[config.mk]
export PLATFORM = sky130hd
export DESIGN_NAME = nsrqhb_top
export DESIGN_NICKNAME = d
export VERILOG_FILES = /design/src/pkg/nsrqhb_pkg.sv /design/src/hw/nsrqhb_fifo.sv /design/src/hw/nsrqhb_halfband.sv /design/src/hw/nsrqhb_top.sv
export VERILOG_INCLUDE_DIRS = /design/src /design/src/pkg
export SDC_FILE = /design/constraint.sdc
export NUM_CORES = 2
export LEC_CHECK = 0
export BUFFER_PORTS_ARGS = -buffer_cell sky130_fd_sc_hd__buf_2
export CELL_PAD_IN_SITES_DETAIL_PLACEMENT = 2
export CELL_PAD_IN_SITES_GLOBAL_PLACEMENT = 2
export CORE_MARGIN = 8
export CORE_UTILIZATION = 42
export DETAILED_ROUTE_END_ITERATION = 10
export PLACE_DENSITY = 0.79
export SLEW_MARGIN = 10
export SYNTH_ARGS = -nofsm -noshare
export SYNTH_HDL_FRONTEND = slang
export SYNTH_SLANG_ARGS = --single-unit
[constraint.sdc]
create_clock -name clk -period 20.3 [get_ports clk]
set_input_delay 2.03 -clock clk [delete_from_list [all_inputs] [get_ports clk]]
set_output_delay 2.03 -clock clk [all_outputs]
set_load 0.05 [all_outputs]
[src/pkg/nsrqhb_defines.svh]
// nsrqhb_defines.svh: offsets, fields, reset values, coefficients, counts
// assumes: included by bare name from package and design files
// Functional notes
// - half-band filter runs only while the requantizer is enabled
// - bit 7 of halfband_mode_control picks low-pass or high-pass filtering
// - enabled half-band filter gives one output per two inputs
// - filter is 19-tap symmetric fixed-coefficient polyphase FIR
// - taps 2/16 are -47, 4/14 are 93, 6/12 are -194, odd zero
// - outer taps 25, taps 8/10 are 644, center tap 1024
// - high-pass mode negates the center tap only
// - low-pass keeps first zone, high-pass keeps second and third zones
// - enabled requantizer scales output down by 3.0 dB
// - each channel has its own requantizer enable and configuration
// - requantizer comes out of reset enabled
// - mode 000 in requant_profile_select selects the narrow 21% profile
// - narrow passband spans 21%, center 0.105 above lower edge
// - narrow tuning word is 0..58; software writes no more
// - mode 001 selects wide profile, 28% span, center 0.14 up
// - wide tuning word is 0..43; software writes no more
// - lower edge is tuning word times 0.005 of sample rate
`ifndef NSRQHB_DEFINES_SVH
`define NSRQHB_DEFINES_SVH
`define NSRQHB_ADDR_W        12
`define NSRQHB_DATA_W        14
`define NSRQHB_OFS_HB_CTRL   12'h41E
`define NSRQHB_OFS_PROFILE   12'h420
`define NSRQHB_OFS_TUNING    12'h422
`define NSRQHB_HB_HP_BIT     7
`define NSRQHB_HB_ACT_BIT    6
`define NSRQHB_HB_EN_BIT     0
`define NSRQHB_RQ_EN_BIT     0
`define NSRQHB_MODE_LSB      1
`define NSRQHB_MODE_MSB      3
`define NSRQHB_MODE_NARROW   3'h0
`define NSRQHB_MODE_WIDE     3'h1
`define NSRQHB_TW_MAX_NARROW 6'h3A
`define NSRQHB_TW_MAX_WIDE   6'h2B
`define NSRQHB_HALF_NARROW   7'h15
`define NSRQHB_HALF_WIDE     7'h1C
`define NSRQHB_QUARTER_IDX   7'h32
`define NSRQHB_RST_HB_EN     1'h0
`define NSRQHB_RST_HB_HP     1'h0
`define NSRQHB_RST_RQ_EN     1'h1
`define NSRQHB_RST_MODE      3'h0
`define NSRQHB_RST_TUNING    6'h00
`define NSRQHB_TAPS          19
`define NSRQHB_CENTER        9
`define NSRQHB_C0            12'h019
`define NSRQHB_C2            12'hFD1
`define NSRQHB_C4            12'h05D
`define NSRQHB_C6            12'hF3E
`define NSRQHB_C8            12'h284
`define NSRQHB_C9            12'h400
`define NSRQHB_HB_SHIFT      11
`define NSRQHB_SAMPLE_MAX    32'sh0000_1FFF
`define NSRQHB_SAMPLE_MIN    32'shFFFF_E000
`define NSRQHB_SCALE_3DB     32'h0000_00B5
`define NSRQHB_SCALE_SHIFT   8
`define NSRQHB_DROP_BITS     5
`define NSRQHB_FIFO_DEPTH    16
`define NSRQHB_FIFO_SLACK    6
`endif

[src/pkg/nsrqhb_pkg.sv]
// nsrqhb_pkg: shared types of the requantizer and half-band datapath
// assumes: nsrqhb_defines.svh on the include path
`include "nsrqhb_defines.svh"
package nsrqhb_pkg;
   typedef logic signed [`NSRQHB_DATA_W-1:0] nsrqhb_sample_t;
   typedef enum logic {NSRQHB_NARROW, NSRQHB_WIDE} nsrqhb_profile_e;
endpackage : nsrqhb_pkg

[src/hw/nsrqhb_fifo.sv]
// nsrqhb_fifo: synchronous fifo with valid/ready on both sides
// assumes: one clock, synchronous active-high reset
`timescale 1ns/1ns
module nsrqhb_fifo
#(
   parameter int WIDTH = 14,
   parameter int DEPTH = 16
)
(
   input  wire logic                       clk,
   input  wire logic                       rst,
   input  wire logic                       in_valid,
   output logic                            in_ready,
   input  wire logic [WIDTH-1:0]           in_data,
   output logic                            out_valid,
   input  wire logic                       out_ready,
   output logic [WIDTH-1:0]                out_data,
   output logic [$clog2(DEPTH):0]          level
);
   localparam int AW = $clog2(DEPTH);
   logic [WIDTH-1:0] mem [DEPTH];
   logic [AW:0]      wr_ptr_reg;
   logic [AW:0]      wr_ptr_next;
   logic [AW:0]      rd_ptr_reg;
   logic [AW:0]      rd_ptr_next;
   logic             do_wr;
   logic             do_rd;

   always_comb
   begin
      level       = wr_ptr_reg - rd_ptr_reg;
      in_ready    = (level != (AW+1)'(DEPTH));
      out_valid   = (level != '0);
      do_wr       = in_valid && in_ready;
      do_rd       = out_valid && out_ready;
      wr_ptr_next = wr_ptr_reg + (AW+1)'(do_wr);
      rd_ptr_next = rd_ptr_reg + (AW+1)'(do_rd);
      out_data    = mem[rd_ptr_reg[AW-1:0]];
   end

   always_ff @(posedge clk)
   begin
      if (rst)
      begin
         wr_ptr_reg <= '0;
         rd_ptr_reg <= '0;
      end
      else
      begin
         wr_ptr_reg <= wr_ptr_next;
         rd_ptr_reg <= rd_ptr_next;
      end
      if (do_wr)
      begin
         mem[wr_ptr_reg[AW-1:0]] <= in_data;
      end
   end
endmodule : nsrqhb_fifo

[src/hw/nsrqhb_halfband.sv]
// nsrqhb_halfband: 19-tap decimate-by-two half-band, low or high pass
// assumes: one sample per in_valid, same clock as the converter core
`timescale 1ns/1ns
`include "nsrqhb_defines.svh"
module nsrqhb_halfband
(
   input  wire logic                   clk,
   input  wire logic                   rst,
   input  wire logic                   enable,
   input  wire logic                   high_pass,
   input  wire logic                   in_valid,
   input  wire nsrqhb_pkg::nsrqhb_sample_t in_data,
   output logic                        out_valid,
   output nsrqhb_pkg::nsrqhb_sample_t  out_data
);
   nsrqhb_pkg::nsrqhb_sample_t tap_reg  [`NSRQHB_TAPS];
   nsrqhb_pkg::nsrqhb_sample_t tap_next [`NSRQHB_TAPS];
   nsrqhb_pkg::nsrqhb_sample_t out_data_reg;
   nsrqhb_pkg::nsrqhb_sample_t out_data_next;
   logic                       out_valid_reg;
   logic                       out_valid_next;
   logic                       phase_reg;
   logic                       phase_next;
   logic signed [31:0]         acc;
   logic signed [31:0]         center_term;
   logic signed [31:0]         shifted;

   function automatic logic signed [11:0] pair_coef(input int k);
      case (k)
         0:       pair_coef = `NSRQHB_C0;
         2:       pair_coef = `NSRQHB_C2;
         4:       pair_coef = `NSRQHB_C4;
         6:       pair_coef = `NSRQHB_C6;
         8:       pair_coef = `NSRQHB_C8;
         default: pair_coef = '0;
      endcase
   endfunction : pair_coef

   genvar gi;
   generate
      for (gi = 0; gi < `NSRQHB_TAPS; gi++)
      begin : g_tap
         if (gi == 0)
         begin : g_head
            assign tap_next[gi] = in_valid ? in_data : tap_reg[gi];
         end
         else
         begin : g_body
            assign tap_next[gi] = in_valid ? tap_reg[gi-1] : tap_reg[gi];
         end
      end
   endgenerate

   always_comb
   begin
      acc = '0;
      // symmetric pairs on the even phase, odd taps are zero
      for (int k = 0; k < `NSRQHB_CENTER; k += 2)
      begin
         acc += 32'(pair_coef(k)) * (32'(tap_next[k])
                + 32'(tap_next[`NSRQHB_TAPS-1-k]));
      end
      center_term = 32'(tap_next[`NSRQHB_CENTER])
                    * 32'(signed'(`NSRQHB_C9));
      if (high_pass)
      begin
         center_term = -center_term;
      end
      shifted = (acc + center_term) >>> `NSRQHB_HB_SHIFT;
      if (shifted > `NSRQHB_SAMPLE_MAX)
      begin
         shifted = `NSRQHB_SAMPLE_MAX;
      end
      else if (shifted < `NSRQHB_SAMPLE_MIN)
      begin
         shifted = `NSRQHB_SAMPLE_MIN;
      end
      phase_next     = enable ? (phase_reg ^ in_valid) : 1'b0;
      out_valid_next = enable ? (in_valid && phase_reg) : in_valid;
      out_data_next  = out_data_reg;
      if (out_valid_next)
      begin
         out_data_next = enable ? shifted[`NSRQHB_DATA_W-1:0] : in_data;
      end
   end

   always_ff @(posedge clk)
   begin
      if (rst)
      begin
         phase_reg     <= 1'b0;
         out_valid_reg <= 1'b0;
         out_data_reg  <= '0;
         for (int i = 0; i < `NSRQHB_TAPS; i++)
         begin
            tap_reg[i] <= '0;
         end
      end
      else
      begin
         phase_reg     <= phase_next;
         out_valid_reg <= out_valid_next;
         out_data_reg  <= out_data_next;
         tap_reg       <= tap_next;
      end
   end

   assign out_valid = out_valid_reg;
   assign out_data  = out_data_reg;
endmodule : nsrqhb_halfband

[src/hw/nsrqhb_top.sv]
// nsrqhb_top: one channel of half-band decimation and noise shaping
// requantizer, with its serial-port registers and output fifo
// assumes: serial port, converter core and output path share clk
`timescale 1ns/1ns
`include "nsrqhb_defines.svh"
module nsrqhb_top
(
   input  wire logic                       clk,
   input  wire logic                       rst,
   input  wire logic                       in_valid,
   input  wire nsrqhb_pkg::nsrqhb_sample_t in_data,
   output logic                            in_ready,
   output logic                            out_valid,
   input  wire logic                       out_ready,
   output nsrqhb_pkg::nsrqhb_sample_t      out_data,
   input  wire logic                       reg_sel,
   input  wire logic                       reg_wr,
   input  wire logic                       reg_rd,
   input  wire logic [`NSRQHB_ADDR_W-1:0]  reg_addr,
   input  wire logic [7:0]                 reg_wdata,
   output logic [7:0]                      reg_rdata
);
   localparam int LVL_W = $clog2(`NSRQHB_FIFO_DEPTH) + 1;

   // register state
   logic                        hb_en_reg;
   logic                        hb_en_next;
   logic                        hb_hp_reg;
   logic                        hb_hp_next;
   logic                        rq_en_reg;
   logic                        rq_en_next;
   logic [2:0]                  mode_reg;
   logic [2:0]                  mode_next;
   logic [5:0]                  band_tuning_word_reg;
   logic [5:0]                  band_tuning_word_next;
   logic [7:0]                  reg_rdata_reg;
   logic [7:0]                  reg_rdata_next;
   logic                        wr_hb;
   logic                        wr_prof;
   logic                        wr_tune;
   // derived settings
   logic                        hb_active;
   nsrqhb_pkg::nsrqhb_profile_e profile;
   logic [5:0]                  tw_max;
   logic [5:0]                  tw_eff;
   logic [6:0]                  lower_idx;
   logic [6:0]                  center_idx;
   logic                        upper_band;
   // datapath
   logic                        acc_in;
   logic                        f_valid;
   nsrqhb_pkg::nsrqhb_sample_t  f_data;
   logic                        s_valid_reg;
   logic                        s_valid_next;
   nsrqhb_pkg::nsrqhb_sample_t  s_data_reg;
   nsrqhb_pkg::nsrqhb_sample_t  s_data_next;
   logic                        q_valid_reg;
   logic                        q_valid_next;
   nsrqhb_pkg::nsrqhb_sample_t  q_data_reg;
   nsrqhb_pkg::nsrqhb_sample_t  q_data_next;
   logic signed [5:0]           err_reg;
   logic signed [5:0]           err_next;
   logic signed [31:0]          prod;
   logic signed [31:0]          v;
   logic signed [31:0]          qv;
   logic signed [31:0]          sat_max;
   // fifo and output stage
   logic                        fifo_in_ready;
   logic                        fifo_out_valid;
   logic                        fifo_out_ready;
   nsrqhb_pkg::nsrqhb_sample_t  fifo_out_data;
   logic [LVL_W-1:0]            fifo_level;
   logic                        in_ready_reg;
   logic                        in_ready_next;
   logic                        out_valid_reg;
   logic                        out_valid_next;
   nsrqhb_pkg::nsrqhb_sample_t  out_data_reg;
   nsrqhb_pkg::nsrqhb_sample_t  out_data_next;

   // register writes and reads, one set per channel instance
   always_comb
   begin
      wr_hb   = reg_sel && reg_wr && reg_addr == `NSRQHB_OFS_HB_CTRL;
      wr_prof = reg_sel && reg_wr && reg_addr == `NSRQHB_OFS_PROFILE;
      wr_tune = reg_sel && reg_wr && reg_addr == `NSRQHB_OFS_TUNING;
      hb_en_next = wr_hb ? reg_wdata[`NSRQHB_HB_EN_BIT] : hb_en_reg;
      hb_hp_next = wr_hb ? reg_wdata[`NSRQHB_HB_HP_BIT] : hb_hp_reg;
      rq_en_next = wr_prof ? reg_wdata[`NSRQHB_RQ_EN_BIT] : rq_en_reg;
      mode_next  = wr_prof
                   ? reg_wdata[`NSRQHB_MODE_MSB:`NSRQHB_MODE_LSB]
                   : mode_reg;
      band_tuning_word_next = wr_tune ? reg_wdata[5:0]
                                      : band_tuning_word_reg;
      reg_rdata_next = reg_rdata_reg;
      if (reg_sel && reg_rd)
      begin
         reg_rdata_next = '0;
         unique case (reg_addr)
            `NSRQHB_OFS_HB_CTRL:
            begin
               reg_rdata_next[`NSRQHB_HB_HP_BIT]  = hb_hp_reg;
               reg_rdata_next[`NSRQHB_HB_ACT_BIT] = hb_active;
               reg_rdata_next[`NSRQHB_HB_EN_BIT]  = hb_en_reg;
            end
            `NSRQHB_OFS_PROFILE:
            begin
               reg_rdata_next[`NSRQHB_RQ_EN_BIT] = rq_en_reg;
               reg_rdata_next[`NSRQHB_MODE_MSB:`NSRQHB_MODE_LSB] = mode_reg;
            end
            `NSRQHB_OFS_TUNING:
            begin
               reg_rdata_next[5:0] = band_tuning_word_reg;
            end
            default:
            begin
               reg_rdata_next = '0;
            end
         endcase
      end
   end

   always_ff @(posedge clk)
   begin
      if (rst)
      begin
         hb_en_reg            <= `NSRQHB_RST_HB_EN;
         hb_hp_reg            <= `NSRQHB_RST_HB_HP;
         rq_en_reg            <= `NSRQHB_RST_RQ_EN;
         mode_reg             <= `NSRQHB_RST_MODE;
         band_tuning_word_reg <= `NSRQHB_RST_TUNING;
         reg_rdata_reg        <= '0;
      end
      else
      begin
         hb_en_reg            <= hb_en_next;
         hb_hp_reg            <= hb_hp_next;
         rq_en_reg            <= rq_en_next;
         mode_reg             <= mode_next;
         band_tuning_word_reg <= band_tuning_word_next;
         reg_rdata_reg        <= reg_rdata_next;
      end
   end

   // profile, tuning limit and passband placement
   always_comb
   begin
      hb_active = hb_en_reg && rq_en_reg;
      profile   = (mode_reg == `NSRQHB_MODE_WIDE)
                  ? nsrqhb_pkg::NSRQHB_WIDE
                  : nsrqhb_pkg::NSRQHB_NARROW;
      tw_max    = (profile == nsrqhb_pkg::NSRQHB_WIDE)
                  ? `NSRQHB_TW_MAX_WIDE : `NSRQHB_TW_MAX_NARROW;
      tw_eff    = (band_tuning_word_reg > tw_max)
                  ? tw_max : band_tuning_word_reg;
      lower_idx = {1'b0, tw_eff};
      center_idx = lower_idx + ((profile == nsrqhb_pkg::NSRQHB_WIDE)
                   ? `NSRQHB_HALF_WIDE : `NSRQHB_HALF_NARROW);
      upper_band = center_idx > `NSRQHB_QUARTER_IDX;
   end

   assign acc_in = in_valid && in_ready_reg;

   nsrqhb_halfband u_halfband
   (
      .clk       (clk),
      .rst       (rst),
      .enable    (hb_active),
      .high_pass (hb_hp_reg),
      .in_valid  (acc_in),
      .in_data   (in_data),
      .out_valid (f_valid),
      .out_data  (f_data)
   );

   // 3 dB scale, then requantize with first-order error feedback whose
   // noise notch sits at Nyquist when the band center is above a quarter, at DC otherwise
   always_comb
   begin
      sat_max = `NSRQHB_SAMPLE_MAX;
      prod = (32'(f_data) * signed'(`NSRQHB_SCALE_3DB))
             >>> `NSRQHB_SCALE_SHIFT;
      s_valid_next = f_valid;
      s_data_next  = s_data_reg;
      if (f_valid)
      begin
         s_data_next = rq_en_reg ? prod[`NSRQHB_DATA_W-1:0] : f_data;
      end
      v = upper_band ? 32'(s_data_reg) + 32'(err_reg)
                     : 32'(s_data_reg) - 32'(err_reg);
      if (v > sat_max)
      begin
         v = sat_max;
      end
      else if (v < -sat_max - 1)
      begin
         v = -sat_max - 1;
      end
      qv = (v >>> `NSRQHB_DROP_BITS) <<< `NSRQHB_DROP_BITS;
      q_valid_next = s_valid_reg;
      q_data_next  = q_data_reg;
      err_next     = err_reg;
      if (!rq_en_reg)
      begin
         err_next = '0;
      end
      if (s_valid_reg)
      begin
         q_data_next = rq_en_reg ? qv[`NSRQHB_DATA_W-1:0] : s_data_reg;
         err_next    = rq_en_reg ? 6'(qv - v) : 6'h00;
      end
   end

   always_ff @(posedge clk)
   begin
      if (rst)
      begin
         s_valid_reg <= 1'b0;
         s_data_reg  <= '0;
         q_valid_reg <= 1'b0;
         q_data_reg  <= '0;
         err_reg     <= '0;
      end
      else
      begin
         s_valid_reg <= s_valid_next;
         s_data_reg  <= s_data_next;
         q_valid_reg <= q_valid_next;
         q_data_reg  <= q_data_next;
         err_reg     <= err_next;
      end
   end

   nsrqhb_fifo
   #(
      .WIDTH (`NSRQHB_DATA_W),
      .DEPTH (`NSRQHB_FIFO_DEPTH)
   )
   u_fifo
   (
      .clk       (clk),
      .rst       (rst),
      .in_valid  (q_valid_reg),
      .in_ready  (fifo_in_ready),
      .in_data   (q_data_reg),
      .out_valid (fifo_out_valid),
      .out_ready (fifo_out_ready),
      .out_data  (fifo_out_data),
      .level     (fifo_level)
   );

   // output register and input back-pressure
   always_comb
   begin
      fifo_out_ready = !out_valid_reg || out_ready;
      out_valid_next = out_valid_reg && !out_ready;
      out_data_next  = out_data_reg;
      if (fifo_out_ready && fifo_out_valid)
      begin
         out_valid_next = 1'b1;
         out_data_next  = fifo_out_data;
      end
      in_ready_next = fifo_in_ready && (fifo_level
                      < LVL_W'(`NSRQHB_FIFO_DEPTH - `NSRQHB_FIFO_SLACK));
   end

   always_ff @(posedge clk)
   begin
      if (rst)
      begin
         out_valid_reg <= 1'b0;
         out_data_reg  <= '0;
         in_ready_reg  <= 1'b0;
      end
      else
      begin
         out_valid_reg <= out_valid_next;
         out_data_reg  <= out_data_next;
         in_ready_reg  <= in_ready_next;
      end
   end

   assign in_ready  = in_ready_reg;
   assign out_valid = out_valid_reg;
   assign out_data  = out_data_reg;
   assign reg_rdata = reg_rdata_reg;
endmodule : nsrqhb_top

==> out/metrics.yaml <==
drt_iter0_drc: 2002
syn_area_mm2: 0.0431
cpMostUsedCell: "inv_1"
routed_via_density: 5.55
grt_pass1_wl_mm: 231
worstSkewPairLatency_ns: 0.68
status: "complete, no violations"
initial_core_util_pct: 42.4
cpPeakStageDelay_ns: 0.84
synth_cells: 4436
finalSetupTns_ns: 0
layout_setup_ws_ns: 2.72
syn_nets: 5320
holdBufCountCts: 0
yosysSeqAreaShare_pct: 32.5
r2r_start: "in_ready$_SDFF_PP0_"
rsz0062_at_grt: "false"
cts_resized: 0
period_share_pct: 86.6
io_pins: 65
root_buffer: "clkbuf_16"
clock_sinks: 588
post_cts_buffers: 0
ys_ff_latch: 588
worstPathRequired_ns: 20.91
drc: 0
skew_ns: 0.0498
drv_slew: 0
hp-class: "reg -> reg"
fp.dieArea_mm2: 0.113
grt_pass1_vias: 37791
min_to: "u_halfband.tap_reg[183]$_SDFFE_PP0N_"
synth_top_area_share_pct: 16.9
max_freq_mhz: 56.9
die_h_um: 336
wl_per_cell_um: 25.4
hold-worst-slack_ns: 0.440
wirelength_mm: 150
cts_max_level: 3
grt_max_degree: 110
drive_gt1_share_pct: 7.34
critPathLaunchType: "input port"
grt_overflow: 0
slowest_stage: "o21ai_1"
drv_cap: 0
design.core.area_mm2: 0.102
crit_type: "in -> reg"
synthArstFlopShare_pct: 0
cp-end-kind: "flop"
diodes: 0
p_per_area_mw_per_mm2: 101
numCtsBuffers: 71
dp_slack_ns: 2.42
cts_tree: "done"
worstPathArrival_ns: 18.18
ir_drop_v: 0.0000792
min_path_cells: 2
crit_fanout: 87
fin_util_pct: 46.5
largest_register_ffs: 266
synth_cell_type_count: 90
track_usage_pct: 26.5
slew_headroom_pct: 7.10
worstHoldStart: "u_halfband.tap_reg[197]$_SDFF_PP0_"
portBuffers: 63
r2r_end: "u_halfband.out_data[1]$_SDFFE_PP0P_"
vias: 32602
cts_buffer_depth: 3
globalplace.congestion: 0.802
yosys_warnings: 0
drtPass1Iterations: 5
area_growth_syn_to_layout_pct: 9.82
reg2reg_setup_slack_ns: 3.31
row_count: 117
clk_pin_slew_ns: 0.06
fin_crit_ns: 17.58
antenna_found_initial: 0
synth.largest_area_cell: "dfxtp_1"
finalSetupViolations: 0
finalHoldViolCount: 0
syn_area_per_cell_um2: 9.72
die_x_um: 336
dp_hpwl_mm: 108
ys.flop_type: "dfxtp_1"
nets: 5341
postRouteAntennaNets: 0
p_leak_nw: 22.3
reg2regPathDepth: 59
tightest_slew_ns: 1.39
synthTopCellsByArea: "dfxtp_1 17%, fa_1 16%, edfxtp_1 16%, ha_1 14%, nand2_1 6.4%"
synth_edf_count: 224
## placed cells by master (no fill, tap or decap), types with 13 or more instances in the layout
cell type and count:
a211oi_1 31, a21o_1 39, a21oi_1 396, and3_1 18, buf_2 62, buf_4 27, clkbuf_1 13, clkbuf_16 71
clkinv_2 14, dfxtp_1 362, edfxtp_1 224, fa_1 347, ha_1 496, inv_1 698, mux2i_1 69, mux4_2 61
nand2_1 732, nand2b_1 22, nand3_1 39, nor2_1 177, nor2b_1 35, nor3_1 40, o21a_1 13, o21ai_0 71
o21bai_1 31, xnor2_1 111, xor2_1 66
## cell usage after synthesis, drive strengths merged (5+ instances only)
| library cell | n |
|---|---|
| a21o | 39 |
| o31ai | 7 |
| inv | 700 |
| o21ai | 79 |
| a21boi | 5 |
| a31oi | 12 |
| nor2b | 36 |
| or2 | 12 |
| a31o | 6 |
| mux2 | 6 |
| o211ai | 5 |
| fa | 347 |
| ha | 496 |
| and3 | 18 |
| nor2 | 189 |
| o22ai | 11 |
| edfxtp | 224 |
| xnor2 | 111 |
| and2 | 10 |
| dfxtp | 364 |
| o221ai | 6 |
| a21oi | 399 |
| nand2b | 22 |
| mux2i | 71 |
| buf | 20 |
| or3 | 9 |
| nand3 | 40 |
| nand4 | 7 |
| clkbuf | 122 |
| nand2 | 735 |
| mux4 | 61 |
| xor2 | 66 |
| o21bai | 31 |
| a221oi | 8 |
| o21a | 13 |
| a211oi | 31 |
| nor3 | 44 |
## per-layer routing
metal  share of wire (%)  GRT usage [%]  vias up
li1                    -              -    14678
met1                  42           32.9    16889
met2                  51           47.3      731
met3                 3.6           3.32      304
met4                 3.5           9.00        0
met5                   0              0        -
## worst max-delay path by stage
stage,from,end,slack (ns),cells after the start
finish,in_valid,u_halfband.out_data[1]$_SDFFE_PP0P_,2.72,60
global route,in_valid,u_halfband.out_data[1]$_SDFFE_PP0P_,1.86,60
CTS,in_valid,u_halfband.out_data[1]$_SDFFE_PP0P_,2.78,60
detailed placement,in_valid,u_halfband.out_data[1]$_SDFFE_PP0P_,2.42,60
global placement,in_valid,u_halfband.out_data[0]$_SDFFE_PP0P_,3.06,57
floorplan,in_valid,u_halfband.out_data[0]$_SDFFE_PP0P_,4.93,61
## area by class of cell
cell class	count	area, µm²
Fill cell	10732	54400
Multi-Input combinational cell	3006	26000
Sequential cell	588	14000
Inverter	700	2640
Clock buffer	93	1950
Tap cell	1368	1710
Timing Repair Buffer	90	528
Clock inverter	34	482
## cell families after synthesis
| kind of cell | after synthesis | synth area share, % |
|---|---|---|
| simple gates | 1151 | 11.3 |
| fa+ha+maj | 846 | 30.6 |
| buf+inv | 842 | 7.36 |
| compound gates | 693 | 9.61 |
| flops | 588 | 32.5 |
| xor+xnor | 178 | 3.65 |
| mux | 138 | 5.03 |
## critical path: cells and delay by family
family	cells	cell delay, ns
muxes	1	0.13
and+or+nand+nor	11	1.99
adders and majority gates	15	6.43
buffers and inverters	15	2.05
AOI/OAI and AO/OA	14	3.78
xor gates and xnor gates	4	1.68
## per-stage QoR
step | cells | instance area, µm² | total power, mW
global route | 5879 | 47300 | 5.03
CTS | 5879 | 47300 | 4.82
global placement | 5752 | 44900 | 3.20
detailed placement | 5752 | 44900 | 3.36
floorplan | 4436 | 43100 | 2.70
finish | 5879 | 47300 | 4.80
## report_power, final
part	internal [mW]	switching (mW)	total (mW)
Clock	0.779	0.596	1.38
Combinational	0.765	1.34	2.11
Sequential	1.25	0.0606	1.31
Total	2.80	2.00	4.80
Power figures use the tool's default switching activity.
